`src/adc_seq_pkg.sv`:
```
// Shared constants, field layouts and types of the converter sequence control block
package adc_seq_pkg;
    // Register byte offsets
    localparam logic [7:0] OFS_CONTROL_ONE = 8'h00;
    localparam logic [7:0] OFS_CONTROL_TWO = 8'h04;
    localparam logic [7:0] OFS_EVENT_STATUS = 8'h08;
    localparam logic [7:0] OFS_EVENT_MASK = 8'h0C;
    localparam logic [7:0] OFS_ENGINE_STATUS = 8'h10;

    // Control one field positions
    localparam int C1_DONE = 0;
    localparam int C1_SAMPLE = 1;
    localparam int C1_AUTO = 2;
    localparam int C1_TRIG_LO = 5;
    localparam int C1_TWELVE = 10;

    // Control two field positions
    localparam int C2_ALT = 0;
    localparam int C2_FILL = 1;
    localparam int C2_SEQ_LO = 2;
    localparam int C2_BUF_HALF = 7;
    localparam int C2_CHAN_LO = 8;
    localparam int C2_SCAN = 10;
    localparam int C2_REF_LO = 13;

    // Event bits of the status and mask registers
    localparam int EVT_DONE = 0;
    localparam int EVT_INTERVAL = 1;
    localparam int EVT_W = 2;

    // Trigger source codes
    localparam logic [2:0] TRIG_MANUAL = 3'h0;
    localparam logic [2:0] TRIG_PIN = 3'h1;
    localparam logic [2:0] TRIG_TIMER = 3'h2;
    localparam logic [2:0] TRIG_INTERNAL = 3'h7;

    // Reference codes
    localparam logic [2:0] REF_EXT_HIGH = 3'h1;
    localparam logic [2:0] REF_EXT_LOW = 3'h2;
    localparam logic [2:0] REF_EXT_BOTH = 3'h3;

    // Bus responses
    localparam logic [1:0] RESP_OKAY = 2'h0;
    localparam logic [1:0] RESP_SLVERR = 2'h2;

    localparam logic [1:0] CHAN_ONE = 2'h0;
    localparam logic [1:0] CHAN_TWO = 2'h1;

    typedef enum logic [1:0] {ST_IDLE, ST_SAMPLE, ST_CONVERT} state_t;

    typedef struct packed {
        logic twelve_bit_mode;
        logic [2:0] conversion_trigger_source;
        logic auto_sample_start;
    } ctrl_one_t;

    typedef struct packed {
        logic [2:0] reference_config;
        logic input_scan_select;
        logic [1:0] channel_count_select;
        logic [3:0] sequences_per_interrupt;
        logic buffer_fill_mode;
        logic alternate_input_select;
    } ctrl_two_t;

    // Number of sample-and-hold channels converted per sequence
    function automatic logic [2:0] channels_used(input logic twelve, input logic [1:0] sel);
        if (twelve || sel == CHAN_ONE) begin
            return 3'h1;
        end else if (sel == CHAN_TWO) begin
            return 3'h2;
        end
        return 3'h4;
    endfunction
endpackage

```
`src/adc_phase_timer.sv`:
```
// Down counter that times the sampling and conversion phases
`timescale 1ns/10ps
`default_nettype none
module adc_phase_timer #(
    parameter int W = 8
) (
    // Clock and reset
    input wire logic aclk,
    input wire logic aresetn,
    // Control
    input wire logic load,
    input wire logic [W-1:0] load_value,
    // Result
    output logic expired
);
    logic [W-1:0] count;
    logic running;

    // Load restarts the count; expiry is a one-cycle pulse
    always_ff @(posedge aclk) begin
        if (!aresetn) begin
            count <= '0;
            running <= 1'b0;
            expired <= 1'b0;
        end else begin
            expired <= 1'b0;
            if (load) begin
                count <= load_value;
                running <= 1'b1;
            end else if (running) begin
                count <= count - 1'b1;
                if (count <= W'(1)) begin
                    running <= 1'b0;
                    expired <= 1'b1;
                end
            end
        end
    end
endmodule
`default_nettype wire

```
`src/adc_sequence_counter.sv`:
```
// Counts sample/convert sequences, paces the interrupt and tracks the buffer half
`timescale 1ns/10ps
`default_nettype none
module adc_sequence_counter (
    // Clock and reset
    input wire logic aclk,
    input wire logic aresetn,
    // Sequence events and settings
    input wire logic tick,
    input wire logic [3:0] interval,
    input wire logic fill_mode,
    // Results
    output logic interval_pulse,
    output logic buffer_half,
    output logic [3:0] seq_index
);
    // Interval reached after interval+1 sequences, then restart
    always_ff @(posedge aclk) begin
        if (!aresetn) begin
            seq_index <= '0;
            interval_pulse <= 1'b0;
        end else begin
            interval_pulse <= 1'b0;
            if (tick) begin
                if (seq_index >= interval) begin
                    seq_index <= '0;
                    interval_pulse <= 1'b1;
                end else begin
                    seq_index <= seq_index + 4'h1;
                end
            end
        end
    end

    // Half swaps at each interrupt in split mode, else stays at the start
    always_ff @(posedge aclk) begin
        if (!aresetn) begin
            buffer_half <= 1'b0;
        end else if (!fill_mode) begin
            buffer_half <= 1'b0;
        end else if (tick && seq_index >= interval) begin
            buffer_half <= ~buffer_half;
        end
    end
endmodule
`default_nettype wire

```
`src/adc_sequence_control.sv`:
```
// Converter sequence control: sampling, conversion handshake, status and AXI4-Lite registers
//
// Contract
// - Auto start resamples after conversion, sets enable
// - Without auto start, sampling waits for enable
// - Sample enable reads one while sampling
// - Software writing one starts sampling manually
// - Manual trigger: writing zero starts conversion
// - Other triggers: hardware clears enable, converts
// - Complete flag set when conversion finishes
// - Complete flag cleared when conversion starts
// - Software clears flag only; nothing disturbed
// - Reference field selects supply or external
// - Buffer half status read-only, resets zero
// - Four-bit field sets sequences per interrupt
// - Split fill alternates halves, else restarts
//
// Local design decisions: the AXI4-Lite slave port and the address map.
`timescale 1ns/10ps
`default_nettype none
module adc_sequence_control #(
    parameter int SAMPLE_CYCLES = 4,
    parameter int CONVERT_CYCLES = 14,
    parameter int TW = 8
) (
    // Clock and reset
    input wire logic aclk,
    input wire logic aresetn,
    // AXI4-Lite write address and data
    input wire logic [7:0] s_axi_awaddr,
    input wire logic s_axi_awvalid,
    output logic s_axi_awready,
    input wire logic [31:0] s_axi_wdata,
    input wire logic [3:0] s_axi_wstrb,
    input wire logic s_axi_wvalid,
    output logic s_axi_wready,
    // AXI4-Lite write response
    output logic [1:0] s_axi_bresp,
    output logic s_axi_bvalid,
    input wire logic s_axi_bready,
    // AXI4-Lite read
    input wire logic [7:0] s_axi_araddr,
    input wire logic s_axi_arvalid,
    output logic s_axi_arready,
    output logic [31:0] s_axi_rdata,
    output logic [1:0] s_axi_rresp,
    output logic s_axi_rvalid,
    input wire logic s_axi_rready,
    // Conversion triggers
    input wire logic trigger_pin,
    input wire logic timer_compare_event,
    // Analog front end control
    output logic sampling,
    output logic converting,
    output logic ref_high_external,
    output logic ref_low_external,
    output logic [2:0] channels_converted,
    output logic second_input_set,
    output logic buffer_half,
    // Interrupt
    output logic irq
);
    adc_seq_pkg::ctrl_one_t ctrl_one;
    adc_seq_pkg::ctrl_two_t ctrl_two;
    adc_seq_pkg::state_t state;
    logic sample_enable;
    logic done;
    logic next_sample_enable;
    logic [adc_seq_pkg::EVT_W-1:0] event_status;
    logic [adc_seq_pkg::EVT_W-1:0] event_mask;
    logic aw_held;
    logic w_held;
    logic [7:0] wr_addr;
    logic [31:0] wr_data;
    logic [3:0] wr_strb;
    logic wr_fire;
    logic wr_one;
    logic wr_two;
    logic [15:0] wr_one_data;
    logic [15:0] wr_two_data;
    logic [15:0] rd_one;
    logic [15:0] rd_two;
    logic pin_meta;
    logic pin_sync;
    logic pin_last;
    logic hw_end;
    logic start_sample;
    logic start_conv;
    logic conv_finish;
    logic timer_load;
    logic [TW-1:0] timer_value;
    logic timer_expired;
    logic interval_pulse;
    logic [3:0] seq_index;
    logic [2:0] nch;

    // Merge bytes of a write into a 16-bit register
    function automatic logic [15:0] merge(input logic [15:0] old, input logic [31:0] d,
                                          input logic [3:0] s);
        logic [15:0] r;
        r = old;
        if (s[0]) begin
            r[7:0] = d[7:0];
        end
        if (s[1]) begin
            r[15:8] = d[15:8];
        end
        return r;
    endfunction

    assign nch = adc_seq_pkg::channels_used(ctrl_one.twelve_bit_mode,
                                            ctrl_two.channel_count_select);

    // Phase timer and sequence counter
    adc_phase_timer #(.W(TW)) phase_timer (
        .aclk(aclk),
        .aresetn(aresetn),
        .load(timer_load),
        .load_value(timer_value),
        .expired(timer_expired)
    );

    adc_sequence_counter seq_counter (
        .aclk(aclk),
        .aresetn(aresetn),
        .tick(conv_finish),
        .interval(ctrl_two.sequences_per_interrupt),
        .fill_mode(ctrl_two.buffer_fill_mode),
        .interval_pulse(interval_pulse),
        .buffer_half(buffer_half),
        .seq_index(seq_index)
    );

    // Trigger pin synchroniser and edge detector
    always_ff @(posedge aclk) begin
        if (!aresetn) begin
            pin_meta <= 1'b0;
            pin_sync <= 1'b0;
            pin_last <= 1'b0;
        end else begin
            pin_meta <= trigger_pin;
            pin_sync <= pin_meta;
            pin_last <= pin_sync;
        end
    end

    // Hardware end-of-sample event for the selected trigger source
    always_comb begin
        unique case (ctrl_one.conversion_trigger_source)
            adc_seq_pkg::TRIG_PIN: hw_end = pin_sync && !pin_last;
            adc_seq_pkg::TRIG_TIMER: hw_end = timer_compare_event;
            adc_seq_pkg::TRIG_INTERNAL: hw_end = timer_expired;
            default: hw_end = 1'b0;
        endcase
    end

    // Write path strobes
    assign wr_fire = aw_held && w_held && !s_axi_bvalid;
    assign wr_one = wr_fire && wr_addr == adc_seq_pkg::OFS_CONTROL_ONE && wr_strb[0];
    assign wr_two = wr_fire && wr_addr == adc_seq_pkg::OFS_CONTROL_TWO;
    assign wr_one_data = merge(rd_one, wr_data, wr_strb);
    assign wr_two_data = merge(rd_two, wr_data, wr_strb);
    assign conv_finish = state == adc_seq_pkg::ST_CONVERT && timer_expired;

    // Next value of the sample-enable bit
    always_comb begin
        next_sample_enable = sample_enable;
        if (ctrl_one.auto_sample_start) begin
            if (conv_finish || state == adc_seq_pkg::ST_IDLE) begin
                next_sample_enable = 1'b1;
            end
        end else if (state == adc_seq_pkg::ST_IDLE && wr_one
                     && wr_data[adc_seq_pkg::C1_SAMPLE]) begin
            next_sample_enable = 1'b1;
        end
        if (state == adc_seq_pkg::ST_SAMPLE) begin
            if (ctrl_one.conversion_trigger_source == adc_seq_pkg::TRIG_MANUAL) begin
                if (wr_one && !wr_data[adc_seq_pkg::C1_SAMPLE]) begin
                    next_sample_enable = 1'b0;
                end
            end else if (hw_end) begin
                next_sample_enable = 1'b0;
            end
        end
    end

    assign start_sample = state != adc_seq_pkg::ST_SAMPLE && next_sample_enable;
    assign start_conv = state == adc_seq_pkg::ST_SAMPLE && !next_sample_enable;
    assign timer_load = start_sample || start_conv;
    assign timer_value = start_conv ? TW'(CONVERT_CYCLES * nch) : TW'(SAMPLE_CYCLES);

    // Sequencer state and sample-enable bit
    always_ff @(posedge aclk) begin
        if (!aresetn) begin
            state <= adc_seq_pkg::ST_IDLE;
            sample_enable <= 1'b0;
        end else begin
            sample_enable <= next_sample_enable;
            if (start_conv) begin
                state <= adc_seq_pkg::ST_CONVERT;
            end else if (start_sample) begin
                state <= adc_seq_pkg::ST_SAMPLE;
            end else if (conv_finish) begin
                state <= adc_seq_pkg::ST_IDLE;
            end
        end
    end

    // Conversion-complete flag; the hardware set wins over any clear
    always_ff @(posedge aclk) begin
        if (!aresetn) begin
            done <= 1'b0;
        end else if (conv_finish) begin
            done <= 1'b1;
        end else if (start_conv) begin
            done <= 1'b0;
        end else if (wr_one && !wr_data[adc_seq_pkg::C1_DONE]) begin
            done <= 1'b0;
        end
    end

    // Control register storage
    always_ff @(posedge aclk) begin
        if (!aresetn) begin
            ctrl_one <= '0;
            ctrl_two <= '0;
        end else begin
            if (wr_fire && wr_addr == adc_seq_pkg::OFS_CONTROL_ONE) begin
                ctrl_one.auto_sample_start <= wr_one_data[adc_seq_pkg::C1_AUTO];
                ctrl_one.conversion_trigger_source <= wr_one_data[adc_seq_pkg::C1_TRIG_LO +: 3];
                ctrl_one.twelve_bit_mode <= wr_one_data[adc_seq_pkg::C1_TWELVE];
            end
            if (wr_two) begin
                ctrl_two.reference_config <= wr_two_data[adc_seq_pkg::C2_REF_LO +: 3];
                ctrl_two.input_scan_select <= wr_two_data[adc_seq_pkg::C2_SCAN];
                ctrl_two.channel_count_select <= wr_two_data[adc_seq_pkg::C2_CHAN_LO +: 2];
                ctrl_two.sequences_per_interrupt <= wr_two_data[adc_seq_pkg::C2_SEQ_LO +: 4];
                ctrl_two.buffer_fill_mode <= wr_two_data[adc_seq_pkg::C2_FILL];
                ctrl_two.alternate_input_select <= wr_two_data[adc_seq_pkg::C2_ALT];
            end
        end
    end

    // Event status (write one to clear, set wins) and mask
    always_ff @(posedge aclk) begin
        if (!aresetn) begin
            event_status <= '0;
            event_mask <= '0;
        end else begin
            if (wr_fire && wr_addr == adc_seq_pkg::OFS_EVENT_STATUS && wr_strb[0]) begin
                event_status <= (event_status & ~wr_data[adc_seq_pkg::EVT_W-1:0])
                                | {interval_pulse, conv_finish};
            end else begin
                event_status <= event_status | {interval_pulse, conv_finish};
            end
            if (wr_fire && wr_addr == adc_seq_pkg::OFS_EVENT_MASK && wr_strb[0]) begin
                event_mask <= wr_data[adc_seq_pkg::EVT_W-1:0];
            end
        end
    end

    // Front end outputs and interrupt, all registered
    always_ff @(posedge aclk) begin
        if (!aresetn) begin
            sampling <= 1'b0;
            converting <= 1'b0;
            ref_high_external <= 1'b0;
            ref_low_external <= 1'b0;
            channels_converted <= 3'h1;
            second_input_set <= 1'b0;
            irq <= 1'b0;
        end else begin
            sampling <= next_sample_enable;
            converting <= start_conv || (state == adc_seq_pkg::ST_CONVERT && !conv_finish);
            ref_high_external <= ctrl_two.reference_config == adc_seq_pkg::REF_EXT_HIGH
                || ctrl_two.reference_config == adc_seq_pkg::REF_EXT_BOTH;
            ref_low_external <= ctrl_two.reference_config == adc_seq_pkg::REF_EXT_LOW
                || ctrl_two.reference_config == adc_seq_pkg::REF_EXT_BOTH;
            channels_converted <= nch;
            if (!ctrl_two.alternate_input_select) begin
                second_input_set <= 1'b0;
            end else if (start_conv) begin
                second_input_set <= ~second_input_set;
            end
            irq <= |(event_status & event_mask);
        end
    end

    // Register read images
    always_comb begin
        rd_one = '0;
        rd_one[adc_seq_pkg::C1_DONE] = done;
        rd_one[adc_seq_pkg::C1_SAMPLE] = sample_enable;
        rd_one[adc_seq_pkg::C1_AUTO] = ctrl_one.auto_sample_start;
        rd_one[adc_seq_pkg::C1_TRIG_LO +: 3] = ctrl_one.conversion_trigger_source;
        rd_one[adc_seq_pkg::C1_TWELVE] = ctrl_one.twelve_bit_mode;
        rd_two = '0;
        rd_two[adc_seq_pkg::C2_REF_LO +: 3] = ctrl_two.reference_config;
        rd_two[adc_seq_pkg::C2_SCAN] = ctrl_two.input_scan_select;
        if (!ctrl_one.twelve_bit_mode) begin
            rd_two[adc_seq_pkg::C2_CHAN_LO +: 2] = ctrl_two.channel_count_select;
        end
        rd_two[adc_seq_pkg::C2_BUF_HALF] = buffer_half;
        rd_two[adc_seq_pkg::C2_SEQ_LO +: 4] = ctrl_two.sequences_per_interrupt;
        rd_two[adc_seq_pkg::C2_FILL] = ctrl_two.buffer_fill_mode;
        rd_two[adc_seq_pkg::C2_ALT] = ctrl_two.alternate_input_select;
    end

    // Write channels: address and data taken in either order, then respond
    always_ff @(posedge aclk) begin
        if (!aresetn) begin
            aw_held <= 1'b0;
            w_held <= 1'b0;
            wr_addr <= '0;
            wr_data <= '0;
            wr_strb <= '0;
            s_axi_awready <= 1'b0;
            s_axi_wready <= 1'b0;
            s_axi_bvalid <= 1'b0;
            s_axi_bresp <= adc_seq_pkg::RESP_OKAY;
        end else begin
            s_axi_awready <= !aw_held && !(s_axi_awvalid && s_axi_awready) && !s_axi_bvalid;
            s_axi_wready <= !w_held && !(s_axi_wvalid && s_axi_wready) && !s_axi_bvalid;
            if (s_axi_awvalid && s_axi_awready) begin
                aw_held <= 1'b1;
                wr_addr <= s_axi_awaddr;
            end
            if (s_axi_wvalid && s_axi_wready) begin
                w_held <= 1'b1;
                wr_data <= s_axi_wdata;
                wr_strb <= s_axi_wstrb;
            end
            if (wr_fire) begin
                aw_held <= 1'b0;
                w_held <= 1'b0;
                s_axi_bvalid <= 1'b1;
                s_axi_awready <= 1'b0;
                s_axi_wready <= 1'b0;
                unique case (wr_addr)
                    adc_seq_pkg::OFS_CONTROL_ONE, adc_seq_pkg::OFS_CONTROL_TWO,
                    adc_seq_pkg::OFS_EVENT_STATUS, adc_seq_pkg::OFS_EVENT_MASK,
                    adc_seq_pkg::OFS_ENGINE_STATUS: s_axi_bresp <= adc_seq_pkg::RESP_OKAY;
                    default: s_axi_bresp <= adc_seq_pkg::RESP_SLVERR;
                endcase
            end else if (s_axi_bvalid && s_axi_bready) begin
                s_axi_bvalid <= 1'b0;
            end
        end
    end

    // Read channel: one read under way, data one cycle after address
    always_ff @(posedge aclk) begin
        if (!aresetn) begin
            s_axi_arready <= 1'b0;
            s_axi_rvalid <= 1'b0;
            s_axi_rdata <= '0;
            s_axi_rresp <= adc_seq_pkg::RESP_OKAY;
        end else begin
            s_axi_arready <= !s_axi_rvalid && !(s_axi_arvalid && s_axi_arready);
            if (s_axi_arvalid && s_axi_arready) begin
                s_axi_arready <= 1'b0;
                s_axi_rvalid <= 1'b1;
                s_axi_rresp <= adc_seq_pkg::RESP_OKAY;
                unique case (s_axi_araddr)
                    adc_seq_pkg::OFS_CONTROL_ONE: s_axi_rdata <= {16'h0000, rd_one};
                    adc_seq_pkg::OFS_CONTROL_TWO: s_axi_rdata <= {16'h0000, rd_two};
                    adc_seq_pkg::OFS_EVENT_STATUS: s_axi_rdata <= {30'h0000_0000, event_status};
                    adc_seq_pkg::OFS_EVENT_MASK: s_axi_rdata <= {30'h0000_0000, event_mask};
                    adc_seq_pkg::OFS_ENGINE_STATUS: s_axi_rdata <= {25'h000_0000, seq_index,
                        second_input_set, state == adc_seq_pkg::ST_CONVERT,
                        state == adc_seq_pkg::ST_SAMPLE};
                    default: begin
                        s_axi_rdata <= '0;
                        s_axi_rresp <= adc_seq_pkg::RESP_SLVERR;
                    end
                endcase
            end else if (s_axi_rvalid && s_axi_rready) begin
                s_axi_rvalid <= 1'b0;
            end
        end
    end
endmodule
`default_nettype wire

```
`config.mk`:
```
export PLATFORM = sky130hd
export DESIGN_NAME = adc_sequence_control
export DESIGN_NICKNAME = d
export VERILOG_FILES = /design/src/adc_seq_pkg.sv /design/src/adc_phase_timer.sv /design/src/adc_sequence_counter.sv /design/src/adc_sequence_control.sv
export SDC_FILE = /design/constraint.sdc
export NUM_CORES = 1
export LEC_CHECK = 0
export BUFFER_PORTS_ARGS = -buffer_cell sky130_fd_sc_hd__buf_2
export CORE_ASPECT_RATIO = 0.75
export CORE_MARGIN = 4
export CORE_UTILIZATION = 30
export DETAILED_ROUTE_END_ITERATION = 6
export SKIP_CTS_REPAIR_TIMING = 1
export SYNTH_ARGS = -nofsm -noshare
export SYNTH_HDL_FRONTEND = slang
export SYNTH_SLANG_ARGS = --single-unit
```
`constraint.sdc`:
```
create_clock -name aclk -period 2 [get_ports aclk]
set_input_delay 0.1 -clock aclk [delete_from_list [all_inputs] [get_ports aclk]]
set_output_delay 0.1 -clock aclk [all_outputs]
set_load 0.005 [all_outputs]
```
After elaboration in Yosys (flattened, before gate mapping)
Index checks and enable logic that the tools add are counted.
Widths: inputs -> output; s select.
{"block": "classes", "bitwise": 9, "eq_ne": 18, "n_mul": 1, "addsub": 2, "n_reduce_logical": 72, "mux": 38, "order_cmp": 2}
{"operator": "$pmux 16 s5", "count": 1}
{"operator": "$eq 8x4->1 const B", "count": 4}
{"operator": "$logic_and 1x1->1", "count": 29}
{"operator": "$mux 1", "count": 21}
{"operator": "$eq 8x3->1 const B", "count": 2}
{"operator": "$eq 8x5->1 const B", "count": 2}
{"operator": "$logic_not 8->1", "count": 2}
{"operator": "$mux 2", "count": 8}
{"operator": "$mux 8", "count": 2}
{"operator": "$reduce_and 2->1", "count": 7}
{"operator": "$logic_not 1->1", "count": 12}
{"operator": "$reduce_or 5->1", "count": 2}
{"operator": "$eq 3x2->1 const B", "count": 3}
{"operator": "$mux 3", "count": 3}
{"operator": "$le 8x1->1 const B", "count": 1}
{"operator": "$reduce_bool 2->1", "count": 4}
{"operator": "$reduce_or 2->1", "count": 4}
{"operator": "$sub 8x1->8 const B", "count": 1}
{"operator": "$mux 7", "count": 1}
{"operator": "$eq 3x1->1 const B", "count": 2}
{"operator": "$logic_or 1x1->1", "count": 6}
{"operator": "$mul 3x3->6 const A", "count": 1}
{"operator": "$reduce_bool 3->1", "count": 2}
{"operator": "$add 4x1->4 const B", "count": 1}
{"operator": "14 further kinds", "count": 21}
{"block": "word_totals", "ff_bits": 121, "output_inout_bits": 51, "word_cells": 185, "input_bits": 61}

Logic depth before layout (Yosys ltp)
Gate-level depths: netlist of run 1.
{"block": "depth", "word_depth": 15, "mapped_depth": 8, "mapped_depth_nobuf": 8}

Modules after synthesis
Synthesis of run 1 repeated with hierarchy kept, for this count alone.
{"block": "hier_totals", "cells_unflattened": 512, "hier_area_um2": 4439.3}
{"mod": "adc_sequence_control", "cells_per_inst": 407, "instances": 1, "area_each_um2": 3490.8}
{"mod": "adc_phase_timer", "cells_per_inst": 64, "instances": 1, "area_each_um2": 564.3}
{"mod": "adc_sequence_counter", "cells_per_inst": 41, "instances": 1, "area_each_um2": 384.1}

Worst setup path after synthesis of run 1
OpenSTA, ideal clock, no wires.
{"block": "synth_timing", "path_type": "register to register", "startpoint": "register wr_addr[2]", "endpoint": "register phase_timer.count[2]", "period_less_slack_ns": 2.151, "arrival_ns": 2.065, "stages_incl_launch_ff": 9, "required_ns": 1.914, "setup_time_ns": 0.086, "path_slack_ns": -0.151, "path_cell_list": "dfxtp_1 -> buf_6 -> or3b_1 -> or4_1 -> buf_6 -> a21o_4 -> nand3_2 -> o211ai_2 -> a221oi_2"}
{"block": "synth_between", "elab_chain_cells": 14}
{"element": "from (decl)", "line": "adc_sequence_control.sv:73", "source": "logic [7:0] wr_addr;"}
{"element": "from (signal assigned)", "line": "adc_sequence_control.sv:326", "source": "wr_addr <= s_axi_awaddr;"}
{"element": "$logic_not 8->1 (*)", "line": "adc_sequence_control.sv:159", "source": "assign wr_one = wr_fire && wr_addr == adc_seq_pkg::OFS_CONTROL_ONE && wr_strb[0];"}
{"element": "$logic_and 1x1->1 (*) (2 in series)", "line": "adc_sequence_control.sv:159"}
{"element": "$logic_and 1x1->1", "line": "adc_sequence_control.sv:172", "source": "end else if (state == adc_seq_pkg::ST_IDLE && wr_one"}
{"element": "$logic_and 1x1->1", "line": "adc_sequence_control.sv:173", "source": "&& wr_data[adc_seq_pkg::C1_SAMPLE]) begin"}
{"element": "$mux 1", "line": "adc_sequence_control.sv:172"}
{"element": "$mux 1", "line": "adc_sequence_control.sv:168", "source": "if (ctrl_one.auto_sample_start) begin"}
{"element": "$mux 1, on equally long branches", "line": "adc_sequence_control.sv:181, adc_sequence_control.sv:178"}
{"element": "$mux 1", "line": "adc_sequence_control.sv:177", "source": "if (ctrl_one.conversion_trigger_source == adc_seq_pkg::TRIG_MANUAL) begin"}
{"element": "$mux 1 (*)", "line": "adc_sequence_control.sv:176", "source": "if (state == adc_seq_pkg::ST_SAMPLE) begin"}
{"element": "$logic_not 1->1", "line": "adc_sequence_control.sv:188", "source": "assign start_conv = state == adc_seq_pkg::ST_SAMPLE && !next_sample_enable;"}
{"element": "$logic_and 1x1->1", "line": "adc_sequence_control.sv:188"}
{"element": "$mux 7 or $logic_or 1x1->1 (tied branches)", "line": "adc_sequence_control.sv:190, adc_sequence_control.sv:189"}
{"element": "$mux 8 or $reduce_bool 2->1 (tied branches)"}
{"element": "to (signal assigned)", "line": "adc_phase_timer.sv:28", "source": "count <= load_value;"}
{"element": "to (signal assigned)", "line": "adc_phase_timer.sv:31", "source": "count <= count - 1'b1;"}
{"element": "to (decl)", "line": "adc_phase_timer.sv:16", "source": "logic [W-1:0] count;"}
Mark *: on every way between the ends. The rest lies on a longest branch, timed or not.
A chain may end at the register's enable or synchronous reset.

Worst setup path in the final report of run 1
{"block": "layout_timing", "startpoint": "register wr_data[1]", "endpoint": "register phase_timer.count[4]"}
{"block": "layout_between", "elab_chain_cells": 10}
{"element": "from (decl)", "line": "adc_sequence_control.sv:74", "source": "logic [31:0] wr_data;"}
{"element": "from (signal assigned)", "line": "adc_sequence_control.sv:330", "source": "wr_data <= s_axi_wdata;"}
{"element": "$logic_and 1x1->1", "line": "adc_sequence_control.sv:173"}
{"element": "$mux 1", "line": "adc_sequence_control.sv:172"}
{"element": "$mux 1", "line": "adc_sequence_control.sv:168"}
{"element": "$mux 1, on equally long branches", "line": "adc_sequence_control.sv:181, adc_sequence_control.sv:178"}
{"element": "$mux 1", "line": "adc_sequence_control.sv:177"}
{"element": "$mux 1 (*)", "line": "adc_sequence_control.sv:176"}
{"element": "$logic_not 1->1", "line": "adc_sequence_control.sv:188"}
{"element": "$logic_and 1x1->1", "line": "adc_sequence_control.sv:188"}
{"element": "$mux 7 or $logic_or 1x1->1 (tied branches)", "line": "adc_sequence_control.sv:190, adc_sequence_control.sv:189"}
{"element": "$mux 8 or $reduce_bool 2->1 (tied branches)"}
Marks and branches as above.

==> results.txt, run 1 <==
After detailed placement, the total cell area comes to 5110 sq um. The count of input and output buffers is 71. CTS placed an instance of clkbuf_16 at the clock tree root. The highest-delay cell along the critical path is or4b_4. The global-route wire length before repair came out at 19300 um.

The number of flops mapped to enable cells by yosys is 0. Counting I/O delays and the setup requirement, the final critical path takes 2130 ps. Dividing total power by cell area gives a power density of 724 nW/um^2.

The count of max-cap constraint violations came out at 0. The worst setup path is captured at a flip-flop. Traced cell by cell, the critical path runs through or4b_4, nor4_4, buf_4, a2bb2oi_4, nand2_2, a32o_1, o211a_1.

The worst-case headroom to the max-slew limit is 54.1%. STA classifies the critical path startpoint as a flip-flop. Of the synthesized area, sequential elements account for 44.8%. The kind of cell with the highest combined delay on the critical path is simple AND/OR/NAND/NOR gates.

The routability congestion estimate from global placement is 0.852. The post-CTS clock slew at the launch and capture registers of the worst setup and hold paths is 60 ps. For this design the total switching power over the nets is 0.000926 W. In this run the critical register-to-register path is launched from wr_data[1]. After synthesis, the largest family of logic cells by area is simple AND/OR/NAND/NOR gates. The proportion of layout cells with a drive suffix above 1 came out at 25.9%. The H-tree depth is 3.

Counting every sink on the clock net gives 99. The top-level port count came out at 112. The total number of vias came out at 3914. Dividing the detail-routed wire length by the instance count gives 14.9 um. The global routing usage summed across all routing layers came out at 14.3%. The number of diodes added for antenna fixing is 0. The number of global-route vias before repair is 3722. The proportion of power drawn by flip-flops and latches is 50.8%. The flow ran to the end, but the final reports show violations. The maximum clock skew at final layout came out at 4.71 ps. The highest fanout seen on the critical path came out at 4. The top cell types in the final layout, fill and taps aside, are 95 x dfxtp_1, 72 x nand2_1, 71 x buf_2. The routed wire length came out at 12100 um. Data on the critical path arrives at its endpoint at 2370 ps.

The count of different cell masters after synthesis is 66. Per report_power, the combinational group accounts for 6.6% of the total. The pin count of the biggest net entering global routing is 41. The mapped cell area came out at 4430 sq um. The internal power of the cells came out at 0.00310 W. The synthesized netlist devotes 15.9% of its cell area to compound gates. Setup repair after global routing could not meet its margin everywhere.

The number of cell rows is 38. The total power after layout is 0.00402 W. The number of warnings issued by yosys came out at 0.

The instance count of the mapped netlist came out at 511. The final count of hold timing violations came out at 6. The setup slack of the most critical reg-to-reg path came out at -130 ps. The TritonCTS clock tree is yes. The leakage power of the design is 2.30 nW.

Global routing finished with a remaining overflow of 0. The overall die height is 113 um. Once placement completed, the tool counted placed cells totaling 787. In this run the deepest clock path goes through 2 buffers. The share of cell area taken by muxes after synthesis came out at 4.35%.

After Yosys synthesis, and, or, nand and nor cells account for 23.4% of the synthesized area. Net switching is 23.0% of the power. For this run, the top clock speed supported by timing is 0.469 GHz. The wire-length estimate of the detail-placed layout is 8890 um.

The fraction of power consumed by the clock network is 42.5%. Across all setup checks in the final design, the least slack found is -130 ps. The final setup violation count came out at 10. For this run, the post-layout net count is 675.

The core area came out at 14500 sq um. The final non-filler cell total came out at 811. The worst voltage drop across the vdd grid is 0.433 mV. The capturing point of the worst reg2reg path is phase_timer.count[4].

The checks that failed: negative hold slack, negative setup slack. With fillers left out, the area of the finished cells amounts to 5560 sq um. In the synthesized netlist the async set-or-reset flop fraction comes to 0%. The final clock period utilization by the worst path is 107%. The per-cell via count in the routed design is 4.83. The effective utilization at floorplan is 30.6%. The sum of buffers and inverters on the critical path came out at 1. The synthesized netlist devotes 1.78% of its cell area to XOR and XNOR gates. The later-pin clock latency in the skew report is 340 ps.

The transition time at the pin with the least slew margin came out at 689 ps. The floorplan step defined a die boundary enclosing 16800 sq um. The average instance in the mapped netlist occupies 8.66 sq um. The tightest min-delay check is of the in2reg type. The number of antenna violations at the first check in global routing is 0.

Measured in cells, the most critical reg-to-reg path has a length of 7. In this design, the stage delay of the slowest critical-path cell is 540 ps. The critical setup path kind is reg2reg.

The area share of fa/ha/maj cells after synthesis is 2.26%. The die span in x is 148 um. The detailed router finished its first iteration with 188 violations. The worst hold-check slack came out at -7.71 ps.

The startpoint identified for the worst hold timing path is s_axi_wdata[1]. The number of clock buffers inserted by TritonCTS came out at 9. The number of remaining DRC errors came out at 0. For hold timing, the worst endpoint is wr_data[1]. The synthesized design contains 99 register bits.

The number of antenna-violating nets in the routed design is 0. The worst path required time came out at 2230 ps. Leaving out fill and tap cells, the most frequent cell in the layout is dfxtp_1. In the synthesized netlist the dominant register cell turns out to be dfxtp_1. The layout overhead on the synthesized area is 25.5%. The pre-antenna-repair detailed-routing pass consisted of 4 iterations. The worst hold path was traced through 3 stages. The final max-slew violation count came out at 0.
[layout make-up]
| class | instances | area [sq um] |
|---|---|---|
| clock buffers | 12 | 236 |
| clock inverters | 4 | 51.3 |
| fillers | 1489 | 8900 |
| inverters | 15 | 56.3 |
| multi-input cells | 368 | 2260 |
| flip-flops and latches | 99 | 1990 |
| well taps | 200 | 250 |
| repair buffers | 113 | 718 |
[kinds of logic after synthesis]
group                    after synthesis
AO/OA/AOI/OAI                        101
XOR/XNOR                               9
adder cells (fa/ha/maj)                8
buffers and inverters                 63
flip-flops                            99
multiplexers                          19
other                                  1
AND/OR/NAND/NOR                      211
[flip-flops by register name, summed over array words and instances, names as in the netlist, 2 cells and up]
name	flops
s_axi_rdata	14
wr_data	14
ctrl_two	12
phase_timer.count	8
wr_addr	8
ctrl_one	5
seq_counter.seq_index	4
channels_converted	3
event_mask	2
event_status	2
state	2
wr_strb	2
[power groups by stage]
| stage | logic [W] | clock network (W) | registers (W) |
|---|---|---|---|
| final | 0.000267 | 0.00171 | 0.00205 |
| after global routing | 0.000301 | 0.00183 | 0.00205 |
| after CTS | 0.000259 | 0.00175 | 0.00204 |
| after detailed placement | 0.000257 | 0 | 0.00209 |
| after global placement | 0.000252 | 0 | 0.00209 |
| after floorplan | 0.000174 | 0 | 0.00208 |
[stage by stage]
step | hold WS [ps] | util (%) | setup TNS [ps] | setup WS [ps]
3_3_place_gp | 314 | 35.3 | -77.7 | -48.9
3_5_place_dp | 316 | 35.3 | -279 | -77.4
6_report | -7.71 | 38.4 | -563 | -130
4_1_cts | -42.5 | 37.3 | -495 | -106
2_1_floorplan | 227 | - | -117 | -54.7
5_1_grt | 3.47 | 38.4 | -1740 | -214
[tightest hold or removal path, stage by stage]
cell and delay, ps:
buf_2 100, nand2_1 50, a21oi_1 50
[Yosys cell counts, types with 3 or more instances]
| master | count | share of area, % |
|---|---|---|
| nand3_1 | 16 | 1.8 |
| nand4_1 | 6 | 0.85 |
| buf_2 | 3 | 0.34 |
| nor2b_1 | 7 | 0.99 |
| nand2b_1 | 6 | 0.85 |
| nor2_1 | 50 | 4.2 |
| a22o_1 | 3 | 0.59 |
| inv_1 | 15 | 1.3 |
| dfxtp_1 | 99 | 45 |
| and2_1 | 8 | 1.1 |
| nor3_1 | 13 | 1.5 |
| or4_1 | 4 | 0.68 |
| nor3b_1 | 3 | 0.51 |
| xnor2_1 | 5 | 0.99 |
| xor2_1 | 4 | 0.79 |
| a22oi_1 | 6 | 1.0 |
| mux2i_1 | 17 | 3.8 |
| buf_4 | 20 | 3.4 |
| clkbuf_1 | 23 | 2.0 |
| a21oi_1 | 44 | 5.0 |
| a211oi_1 | 4 | 0.68 |
| o21ai_0 | 14 | 1.6 |
| or3_1 | 3 | 0.42 |
| nand2_1 | 73 | 6.2 |
| nor4_1 | 4 | 0.57 |
| ha_1 | 8 | 2.3 |
[worst max-delay path by stage]
| stage | from | end | slack (ps) | cells past startpoint |
|---|---|---|---|---|
| 4_1_cts | wr_addr[2] | phase_timer.count[4] | -110 | 7 |
| 5_1_grt | wr_data[1] | phase_timer.count[4] | -210 | 7 |
| 3_5_place_dp | wr_addr[0] | phase_timer.count[4] | -80 | 6 |
| 6_report | wr_data[1] | phase_timer.count[4] | -130 | 7 |
| 3_3_place_gp | wr_addr[0] | phase_timer.count[2] | -50 | 6 |
| 2_1_floorplan | wr_addr[2] | phase_timer.count[4] | -50 | 8 |
[metal layers]
metal,share of wire [%],track usage (%)
met5,0,0
met4,0.86,3.14
met3,5.8,3.72
met2,44,22.0
met1,49,20.2
Power figures use the tool's default switching activity.
==> run 2: changes to the inputs <==
--- a/config.mk
+++ b/config.mk
@@ -10,7 +10,6 @@
 export CORE_MARGIN = 4
 export CORE_UTILIZATION = 30
 export DETAILED_ROUTE_END_ITERATION = 6
-export SKIP_CTS_REPAIR_TIMING = 1
 export SYNTH_ARGS = -nofsm -noshare
 export SYNTH_HDL_FRONTEND = slang
 export SYNTH_SLANG_ARGS = --single-unit
==> results.txt, run 2 (same netlist as run 1, synthesis figures left out) <==
The worst path in the final design needs a cycle of 2120 ps, including I/O delays and setup. Summing all multi-input logic gate instances after layout gives 2240 sq um. The worst voltage drop across the vdd grid came out at 0.432 mV. The count of input and output buffers came out at 71. The global routing usage summed across all routing layers is 14.5%. The total area of sequential cells came out at 1990 sq um. Of the available clock period, the critical path in the final layout requires 106%. The count of max-cap constraint violations is 0. The clock net in this run drives a total of 99 sinks.

In the final layout, the registers with the most flip-flops are s_axi_rdata x14, wr_data x14, ctrl_two x12. The routability congestion estimate from global placement came out at 0.852. Setup repair after global routing could not meet its margin everywhere.

The H-tree was split into 3 levels. The uppermost signal routing layer after detailed routing is met4. The final max-slew violation count is 0. The setup slack of the critical path after layout came out at -118 ps. The internal power of the cells is 0.00312 W. The maximum clock skew at final layout is 4.34 ps. The length of the first detailed-routing pass in iterations is 4. For this run the aggregate overflow at the end of global routing stands at 0. Per report_power, the sequential group accounts for 50.6% of the total. The sum of negative setup slack is -232 ps. Combinational logic burns 7.2% of the power. The met1 wire length came out at 6000 um. The count of filler cells inserted in the layout came out at 1481.

The proportion of layout cells with a drive suffix above 1 came out at 25.4%. The HPWL after detailed placement is 8890 um. The leakage power of the design is 2.36 nW.

The final count of hold timing violations came to 0. The worst min-delay path class is in2reg. The met3 layer wire length in the routed design is 677 um. The switching component of the power is 0.000927 W. The detailed-route wire length per cell came out at 14.7 um. The per-cell via count in the routed design is 4.77. The worst-case headroom to the max-slew limit is 54.1%.

The number of antenna violations at the first check in global routing is 0. The post-CTS clock slew at the launch and capture registers of the worst setup and hold paths is 70 ps. Compared with the post-synthesis result, the final layout area differs by 28.5%. The detailed route wirelength on metal2 came out at 5400 um. Leaving out fill and tap cells, the most frequent cell in the layout is dfxtp_1. The final setup violation count is 7. 112 I/O pins were placed. The critical path data arrival time is 2350 ps. In this run, CTS created clock tree buffers numbering 9. The library cells used most frequently in the layout, excluding fill and tap cells, are 94 x dfxtp_1, 72 x nand2_1, 71 x buf_2. STA classifies the critical path startpoint as a flip-flop. The number of global-route vias before repair was 3829. The die footprint came out at 16800 sq um. Power spread over the standard cell area amounts to 711 nW/um^2. For this run, the post-layout net count is 689. The overall die height came out at 113 um. The first global-routing pass estimated 19600 um of wire. The number of cell rows is 38.

The post-place setup slack came out at -77.4 ps. Net switching is 22.9% of the power. The transition time at the pin with the least slew margin is 689 ps. TritonCTS built the clock tree.

The pin count of the biggest net entering global routing came out at 41. The die span in x came out at 148 um. For this block, the routed nets add up to 12200 um of wire. The core area came out at 14500 sq um. The effective utilization at floorplan is 30.6%. The fraction of power consumed by the clock network is 42.2%. For this run, design rule violations remaining after detail routing come to 0. The later-pin clock latency in the skew report is 340 ps. The number of diodes added for antenna fixing is 0. STA classifies the critical path endpoint as a flip-flop.

The final reports fail on negative setup slack. The maximum frequency from static timing analysis is 0.472 GHz. The critical path is of the reg2reg type. The root buffer cell chosen for the clock tree is clkbuf_16. The flow ran to the end, but the final reports show violations. The total number of vias came out at 3936.

The detail route stage leaves a number of antenna-violating nets equal to 0. The highest fanout seen on the critical path came out at 5. The largest buffer count on any clock path came out at 2. The worst path required time came out at 2230 ps.

The initial DRC count came out at 180.
[run 2: area by class of cell]
type	instances	area share, %
Timing Repair Buffer	127	15.1
Inverter	15	0.990
Clock buffer	12	4.16
Clock inverter	4	0.902
Multi-Input combinational cell	368	39.5
Sequential cell	99	35.0
Tap cell	200	4.40
[run 2: repair_timing]
item                                    in CTS  in global routing
endpoints found under the setup margin      12                 23
setup buffers                                3                  1
endpoints found under the hold margin       18                  0
pin swaps                                    7                  8
hold buffers                                18                  0
gates resized for setup                      7                 17
[run 2: final timing paths]
check,startpoint,endpoint,slack [ps],depth (start not counted)
max reg2reg,wr_addr[5],phase_timer.count[4],-120,6
min,s_axi_awaddr[1],wr_addr[1],10,3
min reg2reg,pin_meta,pin_sync,440,1
max,wr_addr[5],phase_timer.count[4],-120,6
[run 2: stage by stage]
stage | area (sq um) | std cells | hold slack (ps) | utilization (%) | total power, W
6_report | 5690 | 825 | 13.3 | 39.4 | 0.00404
5_1_grt | 5690 | 825 | 21.3 | 39.4 | 0.00420
4_1_cts | 5610 | 824 | 2.97 | 38.8 | 0.00408
3_3_place_gp | 5110 | 787 | 314 | 35.3 | 0.00234
3_5_place_dp | 5110 | 787 | 316 | 35.3 | 0.00235
2_1_floorplan | 4510 | 530 | 227 | - | 0.00226
[run 2: power by group through the flow]
stage | combinational [W] | sequential [W] | clock, W
finish | 0.000289 | 0.00205 | 0.00171
global route | 0.000325 | 0.00205 | 0.00183
CTS | 0.000288 | 0.00204 | 0.00175
detailed placement | 0.000257 | 0.00209 | 0
global placement | 0.000252 | 0.00209 | 0
floorplan | 0.000174 | 0.00208 | 0
[run 2: metal layers]
layer,global-route usage [%],up-vias
met5,0,-
met4,3.02,0
met3,3.72,6
met2,23.0,103
met1,20.1,1870
li1,-,1957
[run 2: critical path, stage by stage, from the launching register on]
cell       delay, ps
dfxtp_2          320
or3_4            410
or4_4            590
a2bb2oi_4        190
nand2_2          110
a32o_1           270
o211a_1          110
